File: config.mk
export PLATFORM = sky130hd
export DESIGN_NAME = smc_matrix_cfg
export DESIGN_NICKNAME = d
export VERILOG_FILES = /design/src/smc_pkg.sv /design/src/smc_matrix_cfg.sv /design/src/smc_poll_timer.sv
export SDC_FILE = /design/constraint.sdc
export NUM_CORES = 1
export LEC_CHECK = 0
export ABC_AREA = 1
export BUFFER_PORTS_ARGS = -buffer_cell sky130_fd_sc_hd__buf_2
export CAP_MARGIN = 30
export CORE_MARGIN = 1
export CORE_UTILIZATION = 46
export DETAILED_ROUTE_END_ITERATION = 6
export GPL_ROUTABILITY_DRIVEN = 0
export MAX_ROUTING_LAYER = met4
export PLACE_DENSITY_LB_ADDON = 0.15
export SYNTH_ARGS = -nofsm -noshare
export SYNTH_HDL_FRONTEND = slang
export SYNTH_SLANG_ARGS = --single-unit
File: constraint.sdc
create_clock -name clock_in -period 4.84 [get_ports clock_in]
set_input_delay 0.968 -clock clock_in [delete_from_list [all_inputs] [get_ports clock_in]]
set_output_delay 0.968 -clock clock_in [all_outputs]
set_load 0.02 [all_outputs]
File: src/smc_pkg.sv
package smc_pkg;

  localparam int unsigned SMC_DATA_W      = 24;
  localparam int unsigned SMC_ADDR_W      = 6;
  localparam int unsigned SMC_NUM_INPUTS  = 24;
  localparam int unsigned SMC_THRESH_W    = 10;

  localparam logic [5:0]  SMC_OFS_MATRIX  = 6'h31;
  localparam logic [5:0]  SMC_OFS_MODE    = 6'h32;
  localparam logic [23:0] SMC_RST_MATRIX  = 24'h000000;
  localparam logic [23:0] SMC_RST_MODE    = 24'h000000;
  localparam logic [23:0] SMC_MATRIX_MASK = 24'h01ffff;

  localparam int unsigned SMC_POS_ACT     = 0;
  localparam int unsigned SMC_POS_SIZE    = 3;
  localparam int unsigned SMC_POS_THRESH  = 5;
  localparam int unsigned SMC_POS_EDGES   = 15;
  localparam int unsigned SMC_POS_RSVD    = 17;

  // clock period and derived cycles per microsecond
  localparam int unsigned SMC_CLK_PERIOD_NS  = 25;
  localparam int unsigned SMC_NS_PER_US      = 1000;
  localparam int unsigned SMC_CYCLES_PER_US  = SMC_NS_PER_US / SMC_CLK_PERIOD_NS;
  localparam int unsigned SMC_ACT_CNT_W      = 20;

  localparam int unsigned SMC_ACT_US [8] = '{64, 128, 256, 384, 512, 768, 1024, 1360};

  typedef enum logic [1:0] {
    SMC_SIZE_NONE = 2'b00,
    SMC_SIZE_4X4  = 2'b01,
    SMC_SIZE_5X5  = 2'b10,
    SMC_SIZE_6X6  = 2'b11
  } smc_size_t;

  typedef enum logic [1:0] {
    SMC_EDGE_OFF  = 2'b00,
    SMC_EDGE_RISE = 2'b01,
    SMC_EDGE_FALL = 2'b10,
    SMC_EDGE_BOTH = 2'b11
  } smc_edge_t;

  typedef enum logic [0:0] {
    SMC_TMR_IDLE   = 1'b0,
    SMC_TMR_ACTIVE = 1'b1
  } smc_tmr_state_t;

  typedef struct packed {
    logic [6:0]              rsvd;
    smc_edge_t               irq_edges;
    logic [SMC_THRESH_W-1:0] thresh;
    smc_size_t               size;
    logic [2:0]              act_time;
  } smc_matrix_cfg_t;

  typedef struct packed {
    logic                    wr_en;
    logic                    rd_en;
    logic [SMC_ADDR_W-1:0]   addr;
    logic [SMC_DATA_W-1:0]   wdata;
  } smc_reg_req_t;

  typedef struct packed {
    logic                    valid;
    logic [SMC_THRESH_W-1:0] value;
  } smc_sample_t;

endpackage

File: src/smc_matrix_cfg.sv
`timescale 1ns/1ps
module smc_matrix_cfg
  import smc_pkg::*;
#(
  parameter int unsigned CYCLES_PER_US = SMC_CYCLES_PER_US
) (
  input  wire logic                      clock_in,
  input  wire logic                      rst_b_in,
  // register port from the serial frame decoder, same clock
  input  wire smc_reg_req_t              reg_req_in,
  output logic [SMC_DATA_W-1:0]          reg_rdata_out,
  output logic                           reg_rvalid_out,
  // scanning datapath side
  input  wire logic                      poll_start_in,
  input  wire smc_sample_t               sample_in,
  output smc_size_t                      matrix_size_out,
  output logic                           matrix_enabled_out,
  output logic [2:0]                     matrix_poll_active_time_out,
  output logic                           matrix_poll_active_out,
  output logic                           matrix_poll_done_out,
  output logic [SMC_THRESH_W-1:0]        common_threshold_value_out,
  output smc_edge_t                      common_threshold_irq_edges_out,
  output logic [SMC_NUM_INPUTS-1:0]      input_adc_select_out,
  output logic [SMC_NUM_INPUTS-1:0]      input_comparator_select_out,
  output logic                           common_threshold_above_out,
  output logic                           common_threshold_event_out
);

  typedef struct packed {
    smc_matrix_cfg_t           matrix_scan_config;
    logic [SMC_DATA_W-1:0]     input_detect_mode;
    logic [SMC_DATA_W-1:0]     rdata;
    logic                      rvalid;
    logic                      have_ref;
    logic                      above;
    logic                      evt;
  } smc_state_t;

  smc_state_t st_ff;
  smc_state_t nxt_st;

  logic       timer_active;
  logic       timer_done;

  ////////////////////////////////////////////////////////////////////////////////
  // decoding helpers

  // only two offsets live here, everything else reads zero and drops writes
  function automatic logic addr_known(input logic [SMC_ADDR_W-1:0] addr);
    addr_known = (addr == SMC_OFS_MATRIX) || (addr == SMC_OFS_MODE);
  endfunction

  // field by field so a change of field layout cannot leak into reserved bits
  function automatic smc_matrix_cfg_t unpack_matrix(input logic [SMC_DATA_W-1:0] w);
    smc_matrix_cfg_t c;
    c           = '0;
    c.rsvd      = '0;
    c.irq_edges = smc_edge_t'(w[SMC_POS_EDGES +: 2]);
    c.thresh    = w[SMC_POS_THRESH +: SMC_THRESH_W];
    c.size      = smc_size_t'(w[SMC_POS_SIZE +: 2]);
    c.act_time  = w[SMC_POS_ACT +: 3];
    unpack_matrix = c;
  endfunction

  function automatic logic [SMC_DATA_W-1:0] read_mux(input logic [SMC_ADDR_W-1:0] addr,
                                                     input smc_state_t s);
    case (addr)
      SMC_OFS_MATRIX: read_mux = s.matrix_scan_config & SMC_MATRIX_MASK;
      SMC_OFS_MODE:   read_mux = s.input_detect_mode;
      default:        read_mux = '0;
    endcase
  endfunction

  function automatic logic edge_fires(input smc_edge_t sel,
                                      input logic      was_above,
                                      input logic      now_above);
    logic rise;
    logic fall;
    rise = !was_above && now_above;
    fall = was_above && !now_above;
    case (sel)
      SMC_EDGE_OFF:  edge_fires = 1'b0;
      SMC_EDGE_RISE: edge_fires = rise;
      SMC_EDGE_FALL: edge_fires = fall;
      SMC_EDGE_BOTH: edge_fires = rise | fall;
      default:       edge_fires = 1'b0;
    endcase
  endfunction

  ////////////////////////////////////////////////////////////////////////////////
  // next state

  always_comb begin
    logic now_above;
    now_above = 1'b0;
    nxt_st        = st_ff;
    nxt_st.rvalid = 1'b0;
    nxt_st.evt    = 1'b0;

    if (reg_req_in.wr_en && addr_known(reg_req_in.addr)) begin
      case (reg_req_in.addr)
        SMC_OFS_MATRIX: begin
          // reserved bits cannot be set by any write
          nxt_st.matrix_scan_config = unpack_matrix(reg_req_in.wdata);
        end
        SMC_OFS_MODE: begin
          nxt_st.input_detect_mode = reg_req_in.wdata;
        end
        default: begin
          nxt_st.rvalid = 1'b0;
        end
      endcase
    end

    if (reg_req_in.rd_en) begin
      // unknown offsets answer zero but still pulse valid so the host never stalls
      nxt_st.rdata  = addr_known(reg_req_in.addr) ? read_mux(reg_req_in.addr, st_ff) : '0;
      nxt_st.rvalid = 1'b1;
    end

    // crossing compare: strictly above counts as above
    if (sample_in.valid) begin
      now_above       = sample_in.value > st_ff.matrix_scan_config.thresh;
      nxt_st.above    = now_above;
      nxt_st.have_ref = 1'b1;
      // first sample only establishes a reference, no crossing yet
      if (st_ff.have_ref) begin
        nxt_st.evt = edge_fires(st_ff.matrix_scan_config.irq_edges,
                                st_ff.above, now_above);
      end
    end
  end

  ////////////////////////////////////////////////////////////////////////////////
  // registers

  always_ff @(posedge clock_in or negedge rst_b_in) begin
    if (!rst_b_in) begin
      st_ff <= '{matrix_scan_config: SMC_RST_MATRIX,
                 input_detect_mode:  SMC_RST_MODE,
                 rdata:              '0,
                 rvalid:             1'b0,
                 have_ref:           1'b0,
                 above:              1'b0,
                 evt:                1'b0};
    end else begin
      st_ff <= nxt_st;
    end
  end

  ////////////////////////////////////////////////////////////////////////////////
  // matrix poll active window; polls only start with a matrix selected

  smc_poll_timer #(
    .CYCLES_PER_US (CYCLES_PER_US)
  ) u_poll_timer (
    .clock_in    (clock_in),
    .rst_b_in    (rst_b_in),
    .start_in    (poll_start_in && matrix_enabled_out),
    .act_code_in (st_ff.matrix_scan_config.act_time),
    .active_out  (timer_active),
    .done_out    (timer_done)
  );

  ////////////////////////////////////////////////////////////////////////////////
  // per-input detection select

  genvar gi;
  generate
    for (gi = 0; gi < SMC_NUM_INPUTS; gi++) begin : g_input
      assign input_adc_select_out[gi]        = st_ff.input_detect_mode[gi];
      assign input_comparator_select_out[gi] = !st_ff.input_detect_mode[gi];
    end
  endgenerate

  ////////////////////////////////////////////////////////////////////////////////
  // outputs

  assign reg_rdata_out                  = st_ff.rdata;
  assign reg_rvalid_out                 = st_ff.rvalid;
  assign matrix_size_out                = st_ff.matrix_scan_config.size;
  // 4x4 relies on host having set polling and matching input setup
  assign matrix_enabled_out             = (st_ff.matrix_scan_config.size != SMC_SIZE_NONE);
  assign matrix_poll_active_time_out    = st_ff.matrix_scan_config.act_time;
  assign matrix_poll_active_out         = timer_active;
  assign matrix_poll_done_out           = timer_done;
  assign common_threshold_value_out     = st_ff.matrix_scan_config.thresh;
  assign common_threshold_irq_edges_out = st_ff.matrix_scan_config.irq_edges;
  assign common_threshold_above_out     = st_ff.above;
  assign common_threshold_event_out     = st_ff.evt;

endmodule

File: src/smc_poll_timer.sv
`timescale 1ns/1ps
module smc_poll_timer
  import smc_pkg::*;
#(
  parameter int unsigned CYCLES_PER_US = SMC_CYCLES_PER_US
) (
  input  wire logic       clock_in,
  input  wire logic       rst_b_in,
  input  wire logic       start_in,
  input  wire logic [2:0] act_code_in,
  output logic            active_out,
  output logic            done_out
);

  typedef struct packed {
    smc_tmr_state_t           state;
    logic [SMC_ACT_CNT_W-1:0] cnt;
    logic                     done;
  } smc_tmr_reg_t;

  smc_tmr_reg_t st_ff;
  smc_tmr_reg_t nxt_st;

  function automatic logic [SMC_ACT_CNT_W-1:0] act_cycles(input logic [2:0] code);
    act_cycles = SMC_ACT_CNT_W'(SMC_ACT_US[code] * CYCLES_PER_US);
  endfunction

  ////////////////////////////////////////////////////////////////////////////////
  always_comb begin
    nxt_st      = st_ff;
    nxt_st.done = 1'b0;
    case (st_ff.state)
      SMC_TMR_IDLE: begin
        // code sampled at start so a rewrite mid-poll cannot shorten it
        if (start_in) begin
          nxt_st.state = SMC_TMR_ACTIVE;
          nxt_st.cnt   = act_cycles(act_code_in) - SMC_ACT_CNT_W'(1);
        end
      end
      SMC_TMR_ACTIVE: begin
        if (st_ff.cnt == '0) begin
          nxt_st.state = SMC_TMR_IDLE;
          nxt_st.done  = 1'b1;
        end else begin
          nxt_st.cnt = st_ff.cnt - SMC_ACT_CNT_W'(1);
        end
      end
      default: begin
        nxt_st.state = SMC_TMR_IDLE;
      end
    endcase
  end

  always_ff @(posedge clock_in or negedge rst_b_in) begin
    if (!rst_b_in) begin
      st_ff <= '{state: SMC_TMR_IDLE, cnt: '0, done: 1'b0};
    end else begin
      st_ff <= nxt_st;
    end
  end

  assign active_out = (st_ff.state == SMC_TMR_ACTIVE);
  assign done_out   = st_ff.done;

endmodule

==> results of run 1 <==
final timing paths:
path	start	endpoint	slack, ps	depth (start not counted)
max in group asynchronous	rst_b_in	u_poll_timer.st_ff[14]$_DFFE_PN0P_	3170	2
min in group asynchronous	rst_b_in	input_adc_select_out[19]$_DFFE_PN0P_	680	1
worst min register to register	st_ff[2]$_DFFE_PN0P_	st_ff[2]$_DFFE_PN0P_	440	2
worst max register to register	matrix_poll_active_time_out[2]$_DFFE_PN0P_	u_poll_timer.st_ff[18]$_DFFE_PN0P_	2080	15
worst max-delay path	matrix_poll_active_time_out[2]$_DFFE_PN0P_	u_poll_timer.st_ff[18]$_DFFE_PN0P_	2080	15
worst min-delay path	st_ff[2]$_DFFE_PN0P_	st_ff[2]$_DFFE_PN0P_	440	2
power groups by stage:
stage	clock network (uW)	registers, uW	logic [uW]
floorplan	0	854	383
global placement	0	866	469
detailed placement	0	867	483
CTS	732	853	485
global route	761	860	538
finish	716	854	483
per-stage QoR:
| stage | area, um^2 | total power [uW] | util [%] | hold slack, ps |
|---|---|---|---|---|
| 2_1_floorplan | 5605 | 1237 | - | 414.4 |
| 3_3_place_gp | 5914 | 1335 | 50.71 | 434.9 |
| 6_report | 6256 | 2053 | 53.64 | 443.9 |
| 4_1_cts | 6256 | 2071 | 53.64 | 448.2 |
| 5_1_grt | 6256 | 2159 | 53.64 | 483.6 |
| 3_5_place_dp | 5957 | 1350 | 51.08 | 433.5 |
cells in the mapped netlist (8+ instances only):
cell,number,area (um^2)
nand3_1,43,215.2
o21ai_0,45,225.2
ha_1,21,262.8
clkbuf_1,16,60.06
nand2_1,205,769.5
inv_1,105,394.1
nor2_1,59,221.5
dfrtp_1,91,2277
nand4_1,8,50.05
a21oi_1,20,100.1
o21ai_1,9,45.04
o22ai_1,14,87.58
buf_4,65,488.0
routing by layer:
metal | wire (um) | up-vias | part of all wire [%] | global-route usage [%]
met4 | 131 | 0 | 0.96 | 6.756
li1 | - | 2441 | - | -
met5 | 0 | - | 0 | -
met1 | 6938 | 2207 | 51 | 33.29
met2 | 5926 | 147 | 43 | 34.91
met3 | 689 | 11 | 5.0 | 3.456
critical path: stages, from the launching register on:
cell and delay (ps):
dfrtp_1 560, nor2_1 110, nand2_1 120, nand2_2 100, ha_1 210, ha_1 220
ha_1 260, xnor2_1 380, nand2_1 160, inv_1 120, nand2_1 60, nor2_1 110
nand2_1 100, nand2_1 80, nand2_1 50, nand2_1 60
logic make-up (layout without fill, tap and decap cells):
family | Yosys count | in the layout
buffers and inverters | 197 | 268
AO/OA/AOI/OAI | 102 | 102
XOR/XNOR | 9 | 9
flip-flops | 91 | 91
adder cells (fa/ha/maj) | 21 | 21
AND/OR/NAND/NOR | 336 | 336
other | 1 | 1
area by class of cell:
cell class / count / area (um^2) / share of cell area, %
Timing Repair Buffer: 144 / 760.7 / 12.16
Multi-Input combinational cell: 469 / 2331 / 37.26
Sequential cell: 91 / 2277 / 36.40
Clock buffer: 10 / 239.0 / 3.820
Inverter: 109 / 409.1 / 6.540
Clock inverter: 5 / 60.06 / 0.9600
Tap cell: 143 / 178.9 / 2.860
flip-flops by register name, indices dropped and copies added (netlist names):
signal	flops
common_threshold_value_out	10
matrix_size_out	2
u_poll_timer.done_out	1
reg_rdata_out	24
st_ff	1
common_threshold_irq_edges_out	2
u_poll_timer.active_out	1
matrix_poll_active_time_out	3
reg_rvalid_out	1
input_adc_select_out	24
common_threshold_event_out	1
u_poll_timer.st_ff	20
common_threshold_above_out	1
==> results.py, run 1 <==
metrics = {
    "yosys": {
        "synth_compound_area_share_pct": 10.18,
        "synthArstFlopShare_pct": 100.0,
        "synth.mux.area_fraction_pct": 0,
        "synth_xor_area_share_pct": 1.406,
        "synth_nets": 824,
        "synth-simple-area-share_pct": 25.25,
        "yosysSeqAreaShare_pct": 40.63,
        "avgSynthCellArea_um2": 7.405,
        "synth_top_family_by_area": "simple AND/OR/NAND/NOR gates",
        "syn_inst": 757,
        "syn_area_um2": 5605,
        "ys_types": 35,
        "ys.warnings.count": 0,
        "synth-adder-area-share_pct": 4.688,
        "synth_ff_type": "dfrtp_1",
        "synth_edf_count": 0,
        "synth.ff_latch_count": 91,
    },
    "cells_and_area": {
        "drive_gt1_share_pct": 21.74,
        "nNetsFinal": 891,
        "final_cells": 971,
        "antennaDiodeCount": 0,
        "final_common_cell": "nand2_1",
        "mostFrequentLayoutCells": "nand2_1, buf_2, inv_1",
        "area_delta_synth_final_pct": 11.61,
        "fillers": 1152,
    },
    "routing": {
        "ant_nets": 0,
        "drc_errors": 0,
        "drt_pass1_iterations": 4,
        "via_per_inst": 4.950,
        "drt_wl_total_mm": 13.69,
        "vias": 4806,
        "wl_per_cell_um": 14.09,
        "drt_iter0_drc": 319,
    },
    "pwr": {
        "leakage_uw": 0.003441,
        "vdd.ir_drop.worst_v": 0.0001725,
        "p_int_uw": 1382,
        "pwr-share-clk_pct": 34.9,
        "power.density_nw_per_um2": 328.2,
        "swShare_pct": 32.67,
        "comb_power_share_pct": 23.5,
        "p_seq_share_pct": 41.6,
        "p_sw_uw": 670.7,
    },
    "cts": {
        "cts.clk_slew.worst_paths_ps": 70,
        "tritoncts": "done",
        "clock-root-buffer": "clkbuf_16",
        "cts.sinks": 91,
        "cts_hold_buf": 0,
        "h-tree-depth": 3,
        "cts_max_path_buffers": 2,
        "clk-insertion-delay-late_ps": 340,
        "cts-resized-gates": 0,
        "post_cts_buffers": 0,
        "tritoncts.num_buffers": 9,
    },
    "floorplanning": {
        "die_h_um": 112.4,
        "die_x_um": 112.4,
        "ioPinCount": 141,
        "rows": 39,
        "core_area_um2": 11660,
        "initial_core_util_pct": 48.06,
        "die_area_um2": 12630,
    },
    "setup_path": {
        "startpoint_type": "flop",
        "arrival_ps": 3030,
        "crit_path_end_kind": "flop",
        "cp_data_required_time_ps": 5120,
        "worst-path-max-fanout": 9,
        "crit_type": "flop to flop",
    },
    "timing": {
        "finalWorstSetupSlack_ps": 2084,
        "hold_viol_final": 0,
        "period_share_pct": 56.95,
        "fin_skew_ps": 11.00,
        "tightest_slew_ps": 742.2,
        "fmax_ghz": 0.3628,
        "timing.final.crit_period_ps": 2756,
        "relSlewSlack_pct": 50.38,
        "finalMaxSlewViolations": 0,
        "tns_ps": 0,
        "setup_viol": 0,
        "grt_setup_unrepaired": "no",
    },
    "placement": {
        "hpwl_mm": 10.23,
        "port-buffer-count": 140,
        "dp_worst_setup_slack_ps": 1948,
        "numPlacedInstances": 956,
    },
    "global_routing": {
        "grt_max_degree": 57,
        "grtUsageTotal_pct": 23.45,
        "grt_pass1_wl_mm": 22.65,
        "antenna_found_initial": 0,
        "overflow": 0,
        "grt_pass1_vias": 4550,
    },
    "flow_run": {
        "maxCapViolCount": 0,
    },
    "run_status": {
        "status": "complete, no violations",
    },
    "hold_path": {
        "hold_class": "flop to flop",
    },
}
Power figures use the tool's default switching activity.
==> run 2: changes to the inputs <==
==> constraint.sdc (replaced) <==
create_clock -name clock_in -period 2.54 [get_ports clock_in]
set_input_delay 0.508 -clock clock_in [delete_from_list [all_inputs] [get_ports clock_in]]
set_output_delay 0.508 -clock clock_in [all_outputs]
set_load 0.02 [all_outputs]
==> results.py, run 2 (same netlist as run 1, synthesis figures left out) <==
metrics = {
    "cells_and_area": {
        "mostFrequentLayoutCells": "nand2_1, buf_2, inv_1",
        "final_cells": 976,
        "drive_gt1_share_pct": 23.32,
        "nNetsFinal": 894,
        "area_delta_synth_final_pct": 12.88,
        "fillers": 1110,
        "final_common_cell": "nand2_1",
        "finalInstanceArea_um2": 6327,
    },
    "timing": {
        "period_share_pct": 93.71,
        "finalWorstSetupSlack_ps": 159.6,
        "hold_viol_final": 0,
        "timing.final.crit_period_ps": 2380,
        "fin_skew_ps": 12.47,
        "grt_setup_unrepaired": "no",
        "finalMaxSlewViolations": 0,
        "tns_ps": 0,
        "setup_viol": 0,
        "relSlewSlack_pct": 60.09,
        "tightest_slew_ps": 596.5,
        "fmax_ghz": 0.4201,
    },
    "cts": {
        "cts.sinks": 91,
        "h-tree-depth": 3,
        "tritoncts": "done",
        "cts.clk_slew.worst_paths_ps": 70,
        "cts_max_path_buffers": 2,
        "clk-insertion-delay-late_ps": 350,
        "post_cts_buffers": 0,
        "tritoncts.num_buffers": 9,
        "clock-root-buffer": "clkbuf_16",
    },
    "setup_path": {
        "worst-path-max-fanout": 9,
        "crit_top_cell": "nand2_1",
        "max_stage_delay_ps": 480,
        "cp_cell_sequence": "nand3_2, nand2_2, ha_1, ha_2, nand3_1, nand2_1, nand2_1, nand2_1, nand2_1, nor2_1, nand2_1, nand2_1, nand2_1, nand2_1",
        "crit_path_end_kind": "flop",
        "startpoint_type": "flop",
        "cp_data_required_time_ps": 2820,
        "cp_top_family": "simple AND/OR/NAND/NOR gates",
        "crit_buf_inv": 0,
        "crit_slowest_cell": "dfrtp_2",
        "arrival_ps": 2660,
        "crit_type": "flop to flop",
    },
    "floorplanning": {
        "core_area_um2": 11660,
        "die_area_um2": 12630,
        "initial_core_util_pct": 48.06,
        "rows": 39,
        "die_h_um": 112.4,
        "die_x_um": 112.4,
        "ioPinCount": 141,
    },
    "global_routing": {
        "grt_pass1_wl_mm": 22.47,
        "grtUsageTotal_pct": 23.28,
        "overflow": 0,
        "grt_pass1_vias": 4545,
        "grt_max_degree": 62,
        "antenna_found_initial": 1,
    },
    "pwr": {
        "pwr-share-clk_pct": 36.1,
        "swShare_pct": 32.10,
        "p_int_uw": 2738,
        "p_seq_share_pct": 40.3,
        "p_sw_uw": 1295,
        "power.density_nw_per_um2": 637.4,
        "leakage_uw": 0.003443,
        "finalPower_uw": 4033,
        "comb_power_share_pct": 23.6,
        "vdd.ir_drop.worst_v": 0.0004107,
    },
    "run_status": {
        "status": "complete, no violations",
    },
    "routing": {
        "ant_nets": 0,
        "vias": 4802,
        "drc_errors": 0,
        "drt_pass1_iterations": 5,
        "wl_per_cell_um": 14.03,
        "drt_wl_total_mm": 13.69,
        "via_per_inst": 4.920,
        "drt_iter0_drc": 262,
    },
    "placement": {
        "numPlacedInstances": 959,
        "hpwl_mm": 9.972,
        "dp_worst_setup_slack_ps": -52.48,
        "port-buffer-count": 140,
        "postPlaceCellArea_um2": 5964,
    },
    "flow_run": {
        "maxCapViolCount": 0,
    },
    "hold_path": {
        "hold_class": "primary input to async pin",
    },
}
==> run 2: final cells by class <==
type	count	area (um^2)	share of cell area [%]
clock buffer	11	232.7	3.678
timing repair buffer	147	768.2	12.14
tap	143	178.9	2.828
sequential	91	2281	36.05
multi-input combinational	469	2370	37.45
inverter	109	409.1	6.466
clock inverter	5	85.08	1.345
antenna	1	2.502	0.03955
==> run 2: repair_timing <==
item                       in CTS  in global routing
setup endpoints to repair       5                  7
hold buffers                    0                  0
gates resized for setup         1                 12
==> run 2: final timing paths <==
kind,startpoint,slack (ps),to,depth (start not counted)
setup / recovery,matrix_poll_active_time_out[1]$_DFFE_PN0P_,160,u_poll_timer.st_ff[18]$_DFFE_PN0P_,14
hold / removal,rst_b_in,100,reg_rdata_out[3]$_DFFE_PN0P_,1
setup reg to reg,matrix_poll_active_time_out[1]$_DFFE_PN0P_,160,u_poll_timer.st_ff[18]$_DFFE_PN0P_,14
hold reg to reg,st_ff[2]$_DFFE_PN0P_,450,st_ff[2]$_DFFE_PN0P_,2
max in group asynchronous,rst_b_in,1760,matrix_poll_active_time_out[1]$_DFFE_PN0P_,2
min in group clock_in,reg_req_in[23],400,input_adc_select_out[23]$_DFFE_PN0P_,3
==> run 2: routing by layer <==
layer,GRT usage (%),up-vias,wire (um)
met1,33.18,2189,6798
met4,6.222,0,95
met2,34.04,153,6024
li1,-,2454,-
met3,4.320,6,776
met5,-,-,0
==> run 2: power groups by stage <==
stage / Clock [uW] / Sequential, uW / Combinational (uW)
6_report: 1450 / 1630 / 953
5_1_grt: 1530 / 1640 / 1060
4_1_cts: 1480 / 1620 / 926
3_5_place_dp: 0 / 1650 / 910
3_3_place_gp: 0 / 1640 / 899
2_1_floorplan: 0 / 1630 / 730
==> run 2: stage by stage <==
step	hold slack (ps)	utilization (%)
final	95.11	54.25
after global routing	112.1	54.25
after CTS	99.90	53.93
after detailed placement	437.7	51.14
after global placement	431.4	51.14
after floorplan	212.4	-
==> run 3: changes to the inputs <==
==> constraint.sdc (replaced) <==
create_clock -name clock_in -period 2.54 [get_ports clock_in]
set_input_delay 0.254 -clock clock_in [delete_from_list [all_inputs] [get_ports clock_in]]
set_output_delay 0.254 -clock clock_in [all_outputs]
set_load 0.02 [all_outputs]
==> results.py, run 3 (same netlist as run 1, synthesis figures left out) <==
metrics = {
    "cells_and_area": {
        "final_cells": 980,
        "fillers": 1147,
        "antennaDiodeCount": 0,
        "drive_gt1_share_pct": 23.66,
        "nNetsFinal": 899,
        "area_delta_synth_final_pct": 13.15,
        "final_common_cell": "nand2_1",
        "mostFrequentLayoutCells": "nand2_1, buf_2, inv_1",
    },
    "timing": {
        "holdWs_ps": 138.1,
        "tns_ps": 0,
        "relSlewSlack_pct": 54.45,
        "fmax_ghz": 0.4266,
        "finalMaxSlewViolations": 0,
        "timing.final.crit_period_ps": 2344,
        "finalWorstSetupSlack_ps": 195.7,
        "period_share_pct": 92.29,
        "tightest_slew_ps": 683.3,
        "fin_skew_ps": 7.632,
        "setup_viol": 0,
        "hold_viol_final": 0,
    },
    "floorplanning": {
        "ioPinCount": 141,
        "die_x_um": 112.4,
        "rows": 39,
        "core_area_um2": 11660,
        "die_area_um2": 12630,
        "initial_core_util_pct": 48.06,
        "die_h_um": 112.4,
    },
    "placement": {
        "numPlacedInstances": 960,
        "dp_worst_setup_slack_ps": 129.0,
        "hpwl_mm": 10.01,
        "port-buffer-count": 140,
    },
    "global_routing": {
        "grt_max_degree": 53,
        "overflow": 0,
        "grtUsageTotal_pct": 23.55,
        "grt_pass1_vias": 4630,
        "antenna_found_initial": 0,
        "grt_pass1_wl_mm": 22.65,
    },
    "hold_path": {
        "hp-start": "sample_in[10]",
        "hold_class": "primary input to flop",
    },
    "setup_path": {
        "cp_data_required_time_ps": 2770,
        "cp_top_family": "simple AND/OR/NAND/NOR gates",
        "worst-path-max-fanout": 6,
        "cp_cell_sequence": "nor2_2, nand2_1, nand2_2, ha_1, ha_2, ha_2, nor2_1, inv_1, nor2_1, nand2_1, nor2_1, nand4_1, nand3_1, nand2_1",
        "arrival_ps": 2580,
        "crit_type": "flop to flop",
        "crit_path_end_kind": "flop",
        "crit_buf_inv": 1,
        "startpoint_type": "flop",
        "max_stage_delay_ps": 460,
        "r2r-start": "matrix_poll_active_time_out[2]$_DFFE_PN0P_",
        "crit_slowest_cell": "dfrtp_2",
        "critPathLaunch": "matrix_poll_active_time_out[2]$_DFFE_PN0P_",
    },
    "cts": {
        "clk-insertion-delay-late_ps": 350,
        "cts_max_path_buffers": 2,
        "cts.clk_slew.worst_paths_ps": 70,
        "clock-root-buffer": "clkbuf_16",
        "h-tree-depth": 3,
        "tritoncts.num_buffers": 9,
        "cts.sinks": 91,
        "tritoncts": "done",
    },
    "pwr": {
        "swShare_pct": 32.51,
        "leakage_uw": 0.003478,
        "p_sw_uw": 1289,
        "p_seq_share_pct": 40.9,
        "pwr-share-clk_pct": 34.9,
        "finalPower_uw": 3964,
        "p_int_uw": 2676,
        "power.density_nw_per_um2": 625.1,
        "comb_power_share_pct": 24.2,
        "vdd.ir_drop.worst_v": 0.0003211,
    },
    "run_status": {
        "status": "complete, no violations",
    },
    "routing": {
        "drt_iter0_drc": 270,
        "drt_wl_total_mm": 13.62,
        "vias": 4851,
        "wl_per_cell_um": 13.89,
        "ant_nets": 0,
        "via_per_inst": 4.950,
        "drc_errors": 0,
        "drt_pass1_iterations": 5,
    },
    "flow_run": {
        "maxCapViolCount": 0,
    },
}
==> run 3: cell count changes in the layout (fill, tap and decap cells not counted), sizes merged <==
cell,change
buf,+3
clkinv,+3
bufinv,-1
clkbuf,-1
clkinvlp,-1
diode,-1
dlygate4sd3,+1
dlymetal6s2s,+1
==> run 3: final cells by class <==
| type | count | area [um^2] | area share (%) |
|---|---|---|---|
| multi-input combinational | 469 | 2351 | 37.07 |
| sequential | 91 | 2281 | 35.96 |
| timing repair buffer | 152 | 813.3 | 12.82 |
| inverter | 109 | 409.1 | 6.451 |
| clock buffer | 10 | 239.0 | 3.768 |
| tap | 143 | 178.9 | 2.821 |
| clock inverter | 6 | 70.07 | 1.105 |
==> run 3: metrics by stage <==
stage	util, %	cell area (um^2)
final	54.38	6342
after global routing	54.38	6342
after CTS	53.94	6291
after detailed placement	51.21	5972
after global placement	51.21	5972
after floorplan	-	5605
==> run 3: routing by layer <==
layer / GRT usage, % / share of wire [%] / wire [um]
met1: 31.54 / 48 / 6473
met5: - / 0 / 0
met2: 35.94 / 44 / 6015
met3: 4.158 / 6.8 / 922
met4: 8.533 / 1.5 / 205
==> run 3: final timing paths <==
| kind | cells past startpoint | to | slack, ps |
|---|---|---|---|
| worst max-delay path | 14 | u_poll_timer.st_ff[17]$_DFFE_PN0P_ | 200 |
| worst min-delay path | 3 | st_ff[2]$_DFFE_PN0P_ | 140 |
| worst max register to register | 14 | u_poll_timer.st_ff[17]$_DFFE_PN0P_ | 200 |
| worst min register to register | 2 | st_ff[2]$_DFFE_PN0P_ | 450 |
| max in group asynchronous | 3 | matrix_poll_active_time_out[0]$_DFFE_PN0P_ | 1370 |
| min in group asynchronous | 2 | input_adc_select_out[19]$_DFFE_PN0P_ | 490 |
==> run 3: power by group through the flow <==
stage | clock (uW) | combinational (uW) | sequential, uW
after floorplan | 0 | 730 | 1630
after global placement | 0 | 911 | 1640
after detailed placement | 0 | 926 | 1650
after CTS | 1420 | 933 | 1620
after global routing | 1470 | 1070 | 1640
final | 1380 | 960 | 1620
==> run 3: what timing repair did <==
action,4_1_cts,5_1_grt
hold buffers,1,0
buffers inserted,0,3
setup endpoints to repair,0,8
resized for setup,0,11
hold endpoints to repair,51,0
==> run 3: tightest hold or removal path: cells and delay by family <==
| family | cells | cell delay [ps] |
|---|---|---|
| buf+inv | 2 | 130 |
| simple gates | 1 | 60 |
